--- src/hw/asrc_consts.vh ---
// timing constants and widths for the asynchronous static memory host controller
`ifndef ASRC_CONSTS_VH
`define ASRC_CONSTS_VH

`define ASRC_CLK_PERIOD_NS   20
`define ASRC_ADDR_W          19
`define ASRC_DATA_W          8

// fast grade figures in ns; slow grade figures are not listed
`define ASRC_T_READ_CYCLE_NS    70
`define ASRC_T_OE_ACCESS_NS     35
`define ASRC_T_SEL_TO_END_NS    65
`define ASRC_T_ADDR_TO_END_NS   65
`define ASRC_T_WRITE_PULSE_NS   55
`define ASRC_T_WRITE_CYCLE_NS   70
`define ASRC_T_DATA_SETUP_NS    30
`define ASRC_T_RECOVERY_SEL_NS  15
`define ASRC_T_HOLD_SEL_NS      10
`define ASRC_T_RELEASE_NS       25

// least times round up to whole cycles
`define ASRC_CYC_UP(ns) (((ns) + `ASRC_CLK_PERIOD_NS - 1) / `ASRC_CLK_PERIOD_NS)

`endif

--- src/hw/asrc_host.v ---
// host controller that runs read and write cycles on an asynchronous static memory
`timescale 1ns/100ps
`include "asrc_consts.vh"

// Summary of operation
// - write strobe stays high during reads
// - read data sampled after access time; cycles spaced
// - address set on the same edge that select falls
// - select low long enough; writes spaced
// - address valid long before write end
// - write never starts before address valid
// - write pulse held minimum width
// - recovery margin met after strobe rise
// - write data valid before write end
// - data held after strobe rise
// - address changes only with strobe high
// - host drives data only with enable high
module asrc_host #(
  parameter integer ADDR_W     = `ASRC_ADDR_W,
  parameter integer DATA_W     = `ASRC_DATA_W,
  parameter integer READ_CYC   = `ASRC_CYC_UP(`ASRC_T_READ_CYCLE_NS),
  parameter integer WPULSE_CYC = `ASRC_CYC_UP(`ASRC_T_ADDR_TO_END_NS),
  parameter integer RECOV_CYC  = `ASRC_CYC_UP(`ASRC_T_RELEASE_NS)
) (
  input  wire              i_core_clk,
  input  wire              i_rstn,
  input  wire              i_clk_en,
  input  wire              i_req_valid,
  input  wire              i_req_write,
  input  wire [ADDR_W-1:0] i_req_addr,
  input  wire [DATA_W-1:0] i_req_wdata,
  output wire              o_req_ready,
  output reg               o_rsp_valid,
  output reg  [DATA_W-1:0] o_rsp_rdata,
  output reg  [ADDR_W-1:0] o_mem_addr,
  output reg               o_mem_sel_n,
  output reg               o_mem_oe_n,
  output reg               o_mem_we_n,
  input  wire [DATA_W-1:0] i_mem_dq,
  output reg  [DATA_W-1:0] o_mem_dq,
  output reg               o_mem_dq_oe
);

  // ****************************************
  // states and counters
  // ****************************************
  localparam [2:0] ST_IDLE  = 3'h0;
  localparam [2:0] ST_RD    = 3'h1;
  localparam [2:0] ST_WR    = 3'h2;
  localparam [2:0] ST_WHOLD = 3'h3;
  localparam [2:0] ST_RECOV = 3'h4;

  localparam integer CNT_W = 8;
  localparam [CNT_W-1:0] RD_LAST  = READ_CYC[CNT_W-1:0];
  localparam [CNT_W-1:0] WR_LAST  = WPULSE_CYC[CNT_W-1:0];
  localparam [CNT_W-1:0] REC_LAST = RECOV_CYC[CNT_W-1:0];

  reg [2:0]       state_q;
  reg [CNT_W-1:0] cnt_q;

  assign o_req_ready = (state_q == ST_IDLE);

  // ****************************************
  // cycle sequencer
  // ****************************************
  always @(posedge i_core_clk or negedge i_rstn) begin
    if (!i_rstn) begin
      state_q     <= ST_IDLE;
      cnt_q       <= {CNT_W{1'b0}};
      o_rsp_valid <= 1'b0;
      o_rsp_rdata <= {DATA_W{1'b0}};
      o_mem_addr  <= {ADDR_W{1'b0}};
      o_mem_sel_n <= 1'b1;
      o_mem_oe_n  <= 1'b1;
      o_mem_we_n  <= 1'b1;
      o_mem_dq    <= {DATA_W{1'b0}};
      o_mem_dq_oe <= 1'b0;
    end else if (i_clk_en) begin
      o_rsp_valid <= 1'b0;
      case (state_q)
        ST_IDLE: begin
          if (i_req_valid) begin
            // address moves only while select and strobe are high
            o_mem_addr  <= i_req_addr;
            o_mem_sel_n <= 1'b0;
            cnt_q       <= {CNT_W{1'b0}};
            if (i_req_write) begin
              // strobe and select fall together; enable stays high so bus is ours
              o_mem_we_n  <= 1'b0;
              o_mem_dq    <= i_req_wdata;
              o_mem_dq_oe <= 1'b1;
              state_q     <= ST_WR;
            end else begin
              o_mem_we_n <= 1'b1;
              o_mem_oe_n <= 1'b0;
              state_q    <= ST_RD;
            end
          end
        end
        ST_RD: begin
          cnt_q <= cnt_q + 8'h01;
          // sample only after select and enable access times both elapsed
          if (cnt_q + 8'h01 >= RD_LAST) begin
            o_rsp_rdata <= i_mem_dq;
            o_rsp_valid <= 1'b1;
            o_mem_sel_n <= 1'b1;
            o_mem_oe_n  <= 1'b1;
            cnt_q       <= {CNT_W{1'b0}};
            state_q     <= ST_RECOV;
          end
        end
        ST_WR: begin
          cnt_q <= cnt_q + 8'h01;
          // pulse covers select, address and width minima together
          if (cnt_q + 8'h01 >= WR_LAST) begin
            o_mem_we_n <= 1'b1;
            state_q    <= ST_WHOLD;
          end
        end
        ST_WHOLD: begin
          // one cycle after strobe rise: data and address held, then select rises
          o_mem_sel_n <= 1'b1;
          o_mem_dq_oe <= 1'b0;
          cnt_q       <= {CNT_W{1'b0}};
          state_q     <= ST_RECOV;
        end
        ST_RECOV: begin
          // gap lets the device float the bus and spaces cycles apart
          cnt_q <= cnt_q + 8'h01;
          if (cnt_q + 8'h01 >= REC_LAST) begin
            state_q <= ST_IDLE;
          end
        end
        default: begin
          state_q <= ST_IDLE;
        end
      endcase
    end
  end

endmodule // asrc_host

--- config.mk ---
export PLATFORM = sky130hd
export DESIGN_NAME = asrc_host
export DESIGN_NICKNAME = d
export VERILOG_FILES = /design/src/hw/asrc_host.v
export VERILOG_INCLUDE_DIRS = /design/src /design/src/hw
export SDC_FILE = /design/constraint.sdc
export NUM_CORES = 1
export LEC_CHECK = 0
export BUFFER_PORTS_ARGS = -buffer_cell sky130_fd_sc_hd__buf_2
export CAP_MARGIN = 15
export CELL_PAD_IN_SITES_DETAIL_PLACEMENT = 0
export CELL_PAD_IN_SITES_GLOBAL_PLACEMENT = 1
export CORE_MARGIN = 2
export CORE_UTILIZATION = 41
export DETAILED_ROUTE_END_ITERATION = 10
export GPL_TIMING_DRIVEN = 0
export PLACE_DENSITY_LB_ADDON = 0.1
export REMOVE_ABC_BUFFERS = 1
export SYNTH_ARGS = -nofsm -noshare
export SYNTH_HDL_FRONTEND = slang
export SYNTH_SLANG_ARGS = --single-unit
export TNS_END_PERCENT = 100
--- constraint.sdc ---
create_clock -name i_core_clk -period 3 [get_ports i_core_clk]
set_input_delay 0.3 -clock i_core_clk [delete_from_list [all_inputs] [get_ports i_core_clk]]
set_output_delay 0.3 -clock i_core_clk [all_outputs]
set_load 0.005 [all_outputs]
---- Yosys cells after proc, flatten, opt, wreduce, memory -nomap -nowiden ----
Cells that the tools add are included.
storage, ports and cells
  input port bits ......................... 40
  output and inout port bits .............. 41
  word-level logic and storage cells ...... 62
  register bits ........................... 51
cells by class
  add/sub/neg operators ................... 1
  multiplexer cells ....................... 23
  magnitude comparators ................... 2
  equality and inequality tests ........... 10
  reductions and logical operators ........ 16
operator list
  operator                                                                             number
  8-bit case mux with 4 select lines                                                   1
  8-bit 2-to-1 mux                                                                     2
  4-bit AND reduction                                                                  4
  3-bit case mux with 5 select lines                                                   1
  3-bit 2-to-1 mux                                                                     4
  2-bit != test, second input constant                                                 6
  1-bit 2-to-1 mux                                                                     10
  5-bit AND reduction                                                                  2
  3-bit AND reduction                                                                  3
  8-bit by 1-bit adder with 8-bit output, second input constant                        1
  8-bit by 2-bit greater-or-equal comparator with 1-bit output, second input constant  1
  8-bit by 3-bit greater-or-equal comparator with 1-bit output, second input constant  1
  3-bit by 2-bit == test with 1-bit output, second input constant                      2
  1-bit case mux with 2 select lines                                                   3
  2-bit nonzero test                                                                   3
  4-bit nonzero test                                                                   1
  3-bit by 1-bit == test with 1-bit output, second input constant                      1
  3-bit == test, second input constant                                                 1
  3-bit logical NOT                                                                    1
  1-bit case mux with 3 select lines                                                   1
  3-bit nonzero test                                                                   1
  2-bit 2-to-1 mux                                                                     1
  2-bit OR reduction                                                                   1

---- Longest topological paths before layout ----
Gate-level depths: netlist (run 1).
  depth after elaboration ................. 4
  depth in mapped cells ................... 7
  mapped depth without buffers ............ 7

---- Worst setup path before layout (run 1) ----
Ideal clock, no wire load.
  path kind ............................... reg-to-reg
  start ................................... register cnt_q[0]
  end ..................................... register o_rsp_rdata[0]
  period minus slack after synthesis ...... 1.923 ns
  arrival ................................. 1.798 ns
  library setup time ...................... 0.125 ns
  cell stages (with the launch flop) ...... 8
  slack ................................... 1.077 ns
  required time ........................... 2.875 ns
  buffers on the path ..................... 0
  cells stage by stage .................... dfrtp_1 -> ha_1 -> and3_1 -> nor4_1 -> o31a_4 -> nand2_4 -> nand3_4 -> mux2_2
between the ends
  longest elaborated chain between the ends .. 3
ends and longest elaborated chain
  item                                                          line             text
  start, declared                                               asrc_host.v:59   reg [CNT_W-1:0] cnt_q;
  start signal, assigned                                        asrc_host.v:69   cnt_q <= {CNT_W{1'b0}};
  start signal, assigned                                        asrc_host.v:86   cnt_q <= {CNT_W{1'b0}};
  start signal, assigned                                        asrc_host.v:101  cnt_q <= cnt_q + 8'h01;
  8-bit by 1-bit adder with 8-bit output                        asrc_host.v:103  if (cnt_q + 8'h01 >= RD_LAST) begin
  8-bit by 3-bit greater-or-equal comparator with 1-bit output  asrc_host.v:103
  3-bit AND reduction (no line)                                 n/a
  end signal, assigned                                          asrc_host.v:71   o_rsp_rdata <= {DATA_W{1'b0}};
  end signal, assigned                                          asrc_host.v:104  o_rsp_rdata <= i_mem_dq;
  end, declared                                                 asrc_host.v:34   output reg [DATA_W-1:0] o_rsp_rdata,
No other way between the ends.
A chain may end at the register's enable or synchronous reset.

---- Worst setup path in the final report (run 1) ----
  start ................................... register cnt_q[0]
  end ..................................... register o_rsp_rdata[1]
The elaborated chain is that of the path after synthesis.

==> impl_metrics.env, run 1 <==
export IMPL_cts_made_buffers=5
export IMPL_post_cts_resized=0
export IMPL_num_fill_cells=515
export IMPL_multiInputGateArea_um2=1000
export IMPL_worstSetupEndpointType="register"
export IMPL_setup_tns_ns=0
export IMPL_routed_via_density=5.04
export IMPL_die_h_um=79.3
export IMPL_crit_path_cell_trace="ha_1, nand4_1, nor4b_1, o31a_4, nand2_4, nand3_4, mux2_2"
export IMPL_antenna_diode_count=0
export IMPL_cp_required_ns=3.19
export IMPL_crit_path_start_kind="register"
export IMPL_synth_edf_count=0
export IMPL_whs_ns=0.222
export IMPL_hold_viol_final=0
export IMPL_worstPathArrival_ns=2.30
export IMPL_cts_root_buf="clkbuf_8"
export IMPL_status="complete, no violations"
export IMPL_ys_top_cells_by_area="dfrtp_1, mux2_2, dfstp_2"
export IMPL_ir_drop_mv=0.443
export IMPL_cp_top_family="simple AND/OR/NAND/NOR gates"
export IMPL_overflow=0
export IMPL_core_area_um2=5510
export IMPL_post_route_period_util_pct=70.4
export IMPL_grt_pass1_vias=1674
export IMPL_r2r_cells=7
export IMPL_num_vias=1700
export IMPL_maxCapViolCount=0
export IMPL_final_min_clock_period_ns=2.11
export IMPL_worst_path_stages=7
export IMPL_ys_seq_area_share_pct=55.1
export IMPL_drt_iter0_markers=40
export IMPL_r2r_slack_ns=0.89
export IMPL_antenna_found_initial=0
export IMPL_r2r_start="cnt_q[0]$_DFFE_PN0P_"
export IMPL_critPathCapture="o_rsp_rdata[1]$_DFFE_PN0P_"
export IMPL_r2r_end="o_rsp_rdata[1]$_DFFE_PN0P_"
export IMPL_place_congestion=0.732
export IMPL_portBuffers=80
export IMPL_slowest_delay_ns=0.43
export IMPL_syn_avg_cell_area_um2=12.7
export IMPL_dpl_cell_area_um2=2800
export IMPL_clkTransAtPathRegs_ns=0.10
export IMPL_dp_hpwl_um=3550
export IMPL_dr_pass1_iters=4
export IMPL_finalSetupViolCount=0
export IMPL_hold_buffers=1
export IMPL_finalClockSkew_ns=0.00887
export IMPL_synth_cells=183
export IMPL_grt_max_degree=37
export IMPL_die_w_um=79.3
export IMPL_p_leak_nw=1.42
export IMPL_routed_wl_um=4750
export IMPL_fin_ws_ns=0.889
export IMPL_p_per_area_nw_per_um2=935
export IMPL_cts_sinks=51
export IMPL_ys_async_sr_fraction_pct=100
export IMPL_fmax_ghz=0.474
export IMPL_cts_tree="yes"
export IMPL_critical_path_slowest_cell="dfrtp_1"
export IMPL_dp_cells=328
export IMPL_maxSlewHeadroom_pct=63.1
export IMPL_yosys_warnings=0
export IMPL_post_cts_buffers=0
export IMPL_holdCritPathClass="input port to register"
export IMPL_regArea_um2=1280
export IMPL_drcViolationCount=0
export IMPL_num_rows=27
export IMPL_drt_antenna_violating_nets=0
export IMPL_ys_flop_type="dfrtp_1"
export IMPL_die_area_um2=6290
export IMPL_worstSetupStartpoint="cnt_q[0]$_DFFE_PN0P_"
export IMPL_cts_buffer_depth=2
export IMPL_yosysTopAreaCell="dfrtp_1"
export IMPL_grt_use_total_pct=16.0
export IMPL_dp_slack_ns=0.893
export IMPL_worst_pin_slew_ns=0.551
export IMPL_htreeDepth=2
export IMPL_ioPinCount=81
export IMPL_final_area_um2=2900
export IMPL_netlist_area_um2=2320
export IMPL_grt_pass1_wl_um=7850
export IMPL_synth_seq_cells=51
export IMPL_wl_per_cell_um=14.1
export IMPL_rsz0062_at_grt="no"
export IMPL_critPathBufInv=0
export IMPL_nets=305
export IMPL_layout_cells_non_filler=337
export IMPL_synth_top_cell_area_share_pct=51.7
export IMPL_area_growth_pct=24.6
export IMPL_path_max_fanout=9
export IMPL_layout_drive_gt1_share_pct=51.7
export IMPL_start_util_pct=42.2
export IMPL_total_power_mw=2.71
export IMPL_clkLatencyLatePin_ns=0.30
export IMPL_drv_slew=0
export IMPL_yosysUniqueCellTypes=41
export IMPL_fin_util_pct=52.6
export IMPL_critical_path_class="register to register"
[layout make-up]
type	count	share of cell area, %
clock buffer	5	2.38
clock inverter	3	0.648
inverter	2	0.259
multi-input combinational	122	34.5
sequential	51	44.2
tap	72	3.11
timing repair buffer	82	14.9
[Yosys cell counts, types with 2 or more instances]
master     n
a21o_1     8
a21oi_1    5
and2_1     2
and3_1     3
buf_2      4
clkbuf_1   3
dfrtp_1   48
dfstp_2    3
inv_1      2
mux2_2    34
nand2_1   13
nand2b_1   2
nand3_1    6
nand4_1    3
nor2_1     4
nor2b_1    3
nor3_1     3
nor4_1     2
nor4b_1    2
o21ai_0   10
o22a_1     2
or3_1      2
[routing by layer]
layer  track usage (%)  share of wire [%]
met3              5.11                5.7
met1              19.5                 42
met4              5.34                1.5
met2              26.9                 51
met5                 0                  0
[worst register-to-register path, cell delays in order, from the launching register on]
cell     delay (ns)
dfrtp_1        0.43
ha_1           0.27
nand4_1        0.15
nor4b_1        0.36
o31a_4         0.23
nand2_4        0.06
nand3_4        0.14
mux2_2         0.36
[cell usage in the layout, fill, tap and decap left out, drive strengths merged, types with 2 or more instances in the layout]
cell type / n
a21o: 8
a21oi: 5
and2: 2
and3: 4
buf: 81
clkbuf: 5
clkinv: 2
dfrtp: 48
dfstp: 3
inv: 3
mux2: 35
nand2: 14
nand2b: 2
nand3: 8
nand4: 3
nor2: 4
nor2b: 3
nor3: 3
nor4: 2
nor4b: 2
o21ai: 11
o22a: 2
or3: 2
[sequential cells by signal, summed over array words and instances (netlist names)]
register,cells
o_mem_oe_n,1
o_rsp_valid,1
o_mem_sel_n,1
cnt_q,8
o_rsp_rdata,8
o_mem_addr,19
o_mem_dq,8
state_q,3
o_mem_dq_oe,1
o_mem_we_n,1
[kinds of logic after synthesis]
family	count (synthesis)	share of synthesized area (%)
and+or+nand+nor	51	13.2
DFF	51	55.1
xor gates and xnor gates	1	0.377
adders and majority gates	1	0.538
AOI/OAI and AO/OA	34	11.8
buffers and inverters	10	1.88
muxes	35	17.1
[how the worst min path moves through the flow]
stage,start,endpoint,slack (ns),cells after the start
2_1_floorplan,i_rstn,cnt_q[0]$_DFFE_PN0P_,0.004,0
4_1_cts,i_req_addr[9],o_mem_addr[9]$_DFFE_PN0P_,0.21,2
6_report,i_req_addr[6],o_mem_addr[6]$_DFFE_PN0P_,0.22,2
3_5_place_dp,i_rstn,o_mem_dq[0]$_DFFE_PN0P_,0.25,1
3_3_place_gp,o_mem_sel_n$_DFFE_PN1P_,o_mem_sel_n$_DFFE_PN1P_,0.47,2
5_1_grt,i_req_addr[11],o_mem_addr[11]$_DFFE_PN0P_,0.20,2
[where the power goes]
| part | switching, mW | leakage (nW) | internal, mW |
|---|---|---|---|
| Combinational | 0.502 | 0.744 | 0.610 |
| Sequential | 0.206 | 0.630 | 0.997 |
| Clock | 0.228 | 0.0483 | 0.165 |
No activity file was read; power rests on OpenSTA's default activity.
==> run 2, diff against run 1 <==
Settings changed: CORE_UTILIZATION 41 to 38.
Clock period 3 ns to 2.19 ns, I/O delays scaled along.
==> run 2 against run 1 <==
Sequential power is 38% higher. Global-route usage shrank 1.3 points. Non-clock buffer count is 1 higher. First-iteration DRC count shrank 18%. Worst hold slack worse by 0.076 ns. Final area up 1.3%. Sequential share of layout area fell by 0.58 points. Via count down 0.94%. Die area is 7.5% higher. Utilization is 3.0 points lower. Count of clock-buffer cells in the layout is 1 higher. Clock skew is 0.0048 ns lower. Largest cell class unchanged. Highest routed layer unchanged.
==> impl_metrics.env, run 2 (synthesis results as in run 1) <==
export IMPL_status="complete, no violations"
export IMPL_crit_path_cell_trace="nor2b_1, nand4_1, and4_1, a21o_1"
export IMPL_num_vias=1684
export IMPL_finalSetupViolCount=0
export IMPL_overflow=0
export IMPL_fin_util_pct=49.6
export IMPL_crit_path_start_kind="register"
export IMPL_total_power_mw=3.76
export IMPL_fmax_ghz=0.496
export IMPL_cts_buffer_depth=2
export IMPL_clkTransAtPathRegs_ns=0.09
export IMPL_antenna_diode_count=0
export IMPL_drt_iter0_markers=33
export IMPL_clkLatencyLatePin_ns=0.30
export IMPL_portBuffers=80
export IMPL_drv_slew=0
export IMPL_cp_required_ns=2.38
export IMPL_antenna_found_initial=0
export IMPL_nets=306
export IMPL_core_area_um2=5920
export IMPL_ir_drop_mv=0.618
export IMPL_die_w_um=82.2
export IMPL_grt_pass1_wl_um=7620
export IMPL_drcViolationCount=0
export IMPL_setup_tns_ns=0
export IMPL_rsz0062_at_grt="no"
export IMPL_dp_hpwl_um=3420
export IMPL_worstPathArrival_ns=2.21
export IMPL_place_congestion=0.676
export IMPL_finalClockSkew_ns=0.00403
export IMPL_die_h_um=82.2
export IMPL_grt_use_total_pct=14.8
export IMPL_dp_slack_ns=0.102
export IMPL_path_max_fanout=11
export IMPL_num_rows=28
export IMPL_layout_cells_non_filler=341
export IMPL_wl_per_cell_um=13.8
export IMPL_final_common_cell="buf_2"
export IMPL_routed_wl_um=4700
export IMPL_critical_path_slowest_cell="dfrtp_1"
export IMPL_worstSetupEndpointType="register"
export IMPL_cts_root_buf="clkbuf_8"
export IMPL_grt_max_degree=52
export IMPL_start_util_pct=39.2
export IMPL_cts_sinks=51
export IMPL_die_area_um2=6760
export IMPL_routed_via_density=4.94
export IMPL_ioPinCount=81
export IMPL_p_per_area_nw_per_um2=1280
export IMPL_maxSlewHeadroom_pct=65.1
export IMPL_cts_tree="yes"
export IMPL_layout_drive_gt1_share_pct=52.6
export IMPL_largest_reg_flops=19
export IMPL_htreeDepth=2
export IMPL_fin_ws_ns=0.173
export IMPL_hold_viol_final=0
export IMPL_cts_made_buffers=5
export IMPL_cp_top_family="simple AND/OR/NAND/NOR gates"
export IMPL_drt_antenna_violating_nets=0
export IMPL_critical_path_class="register to register"
export IMPL_maxCapViolCount=0
export IMPL_grt_pass1_vias=1601
export IMPL_post_route_period_util_pct=92.1
export IMPL_dr_pass1_iters=4
export IMPL_top_register="o_mem_addr"
export IMPL_holdCritPathClass="input port to register"
export IMPL_critPathBufInv=0
export IMPL_area_growth_pct=26.3
export IMPL_layout_common_cells="buf_2, dfrtp_1, mux2_2"
export IMPL_slowest_delay_ns=0.49
export IMPL_worst_pin_slew_ns=0.522
export IMPL_dp_cells=330
export IMPL_final_min_clock_period_ns=2.02
export IMPL_p_leak_nw=1.43
==> run 2: cell count changes in the layout (fill, tap and decap cells not counted), sizes merged <==
cell / before / now
clkinv: 2 / 1
clkbuf: 5 / 6
buf: 81 / 82
==> run 2: path summary, 6_finish.rpt <==
path,startpoint,to,slack [ns],depth (start not counted)
setup / recovery,state_q[2]$_DFFE_PN0P_,state_q[0]$_DFFE_PN0P_,0.17,4
hold / removal,i_req_addr[0],o_mem_addr[0]$_DFFE_PN0P_,0.15,2
setup reg to reg,state_q[2]$_DFFE_PN0P_,state_q[0]$_DFFE_PN0P_,0.17,4
hold reg to reg,o_mem_sel_n$_DFFE_PN1P_,o_mem_sel_n$_DFFE_PN1P_,0.48,2
max in group asynchronous,i_rstn,cnt_q[5]$_DFFE_PN0P_,1.37,3
min in group asynchronous,i_rstn,state_q[2]$_DFFE_PN0P_,0.33,2
==> run 2: area by class of cell <==
cell class | count | area [um2]
multi-input cells | 122 | 1020
clock buffers | 6 | 82.6
inverters | 2 | 7.51
clock inverters | 2 | 13.8
well taps | 75 | 93.8
flip-flops and latches | 51 | 1280
fillers | 550 | 2990
repair buffers | 83 | 438
==> run 2: power breakdown <==
group	total, mW	switching [mW]	internal (mW)
Combinational	1.54	0.687	0.849
Sequential	1.65	0.287	1.37
Clock	0.569	0.310	0.259
==> run 2: layer usage <==
metal	GRT usage [%]	wire [um]	part of all wire, %	vias up
met2	25.0	2340	50	43
met1	17.6	2060	44	814
met4	4.50	46	0.98	0
met5	0	0	0	-
met3	5.22	261	5.6	4
li1	-	-	-	823
==> run 2: worst register-to-register path, cell delays in order, from the launching register on <==
cell and delay [ns]:
dfrtp_1 0.49, nor2b_1 0.34, nand4_1 0.50, and4_1 0.44, a21o_1 0.15
==> run 2: metrics by stage <==
stage | hold WS [ns] | cell area (um2)
4_1_cts | 0.132 | 2880
2_1_floorplan | -0.0766 | 2290
3_5_place_dp | 0.455 | 2780
3_3_place_gp | 0.450 | 2780
6_report | 0.146 | 2930
5_1_grt | 0.127 | 2930
==> run 2: what timing repair did <==
| item | CTS | global route |
|---|---|---|
| hold endpoints to repair | 0 | 8 |
| endpoints found under the setup margin | 0 | 14 |
| buffers inserted | 0 | 1 |
| resized for setup | 0 | 3 |
| hold buffers | 0 | 1 |
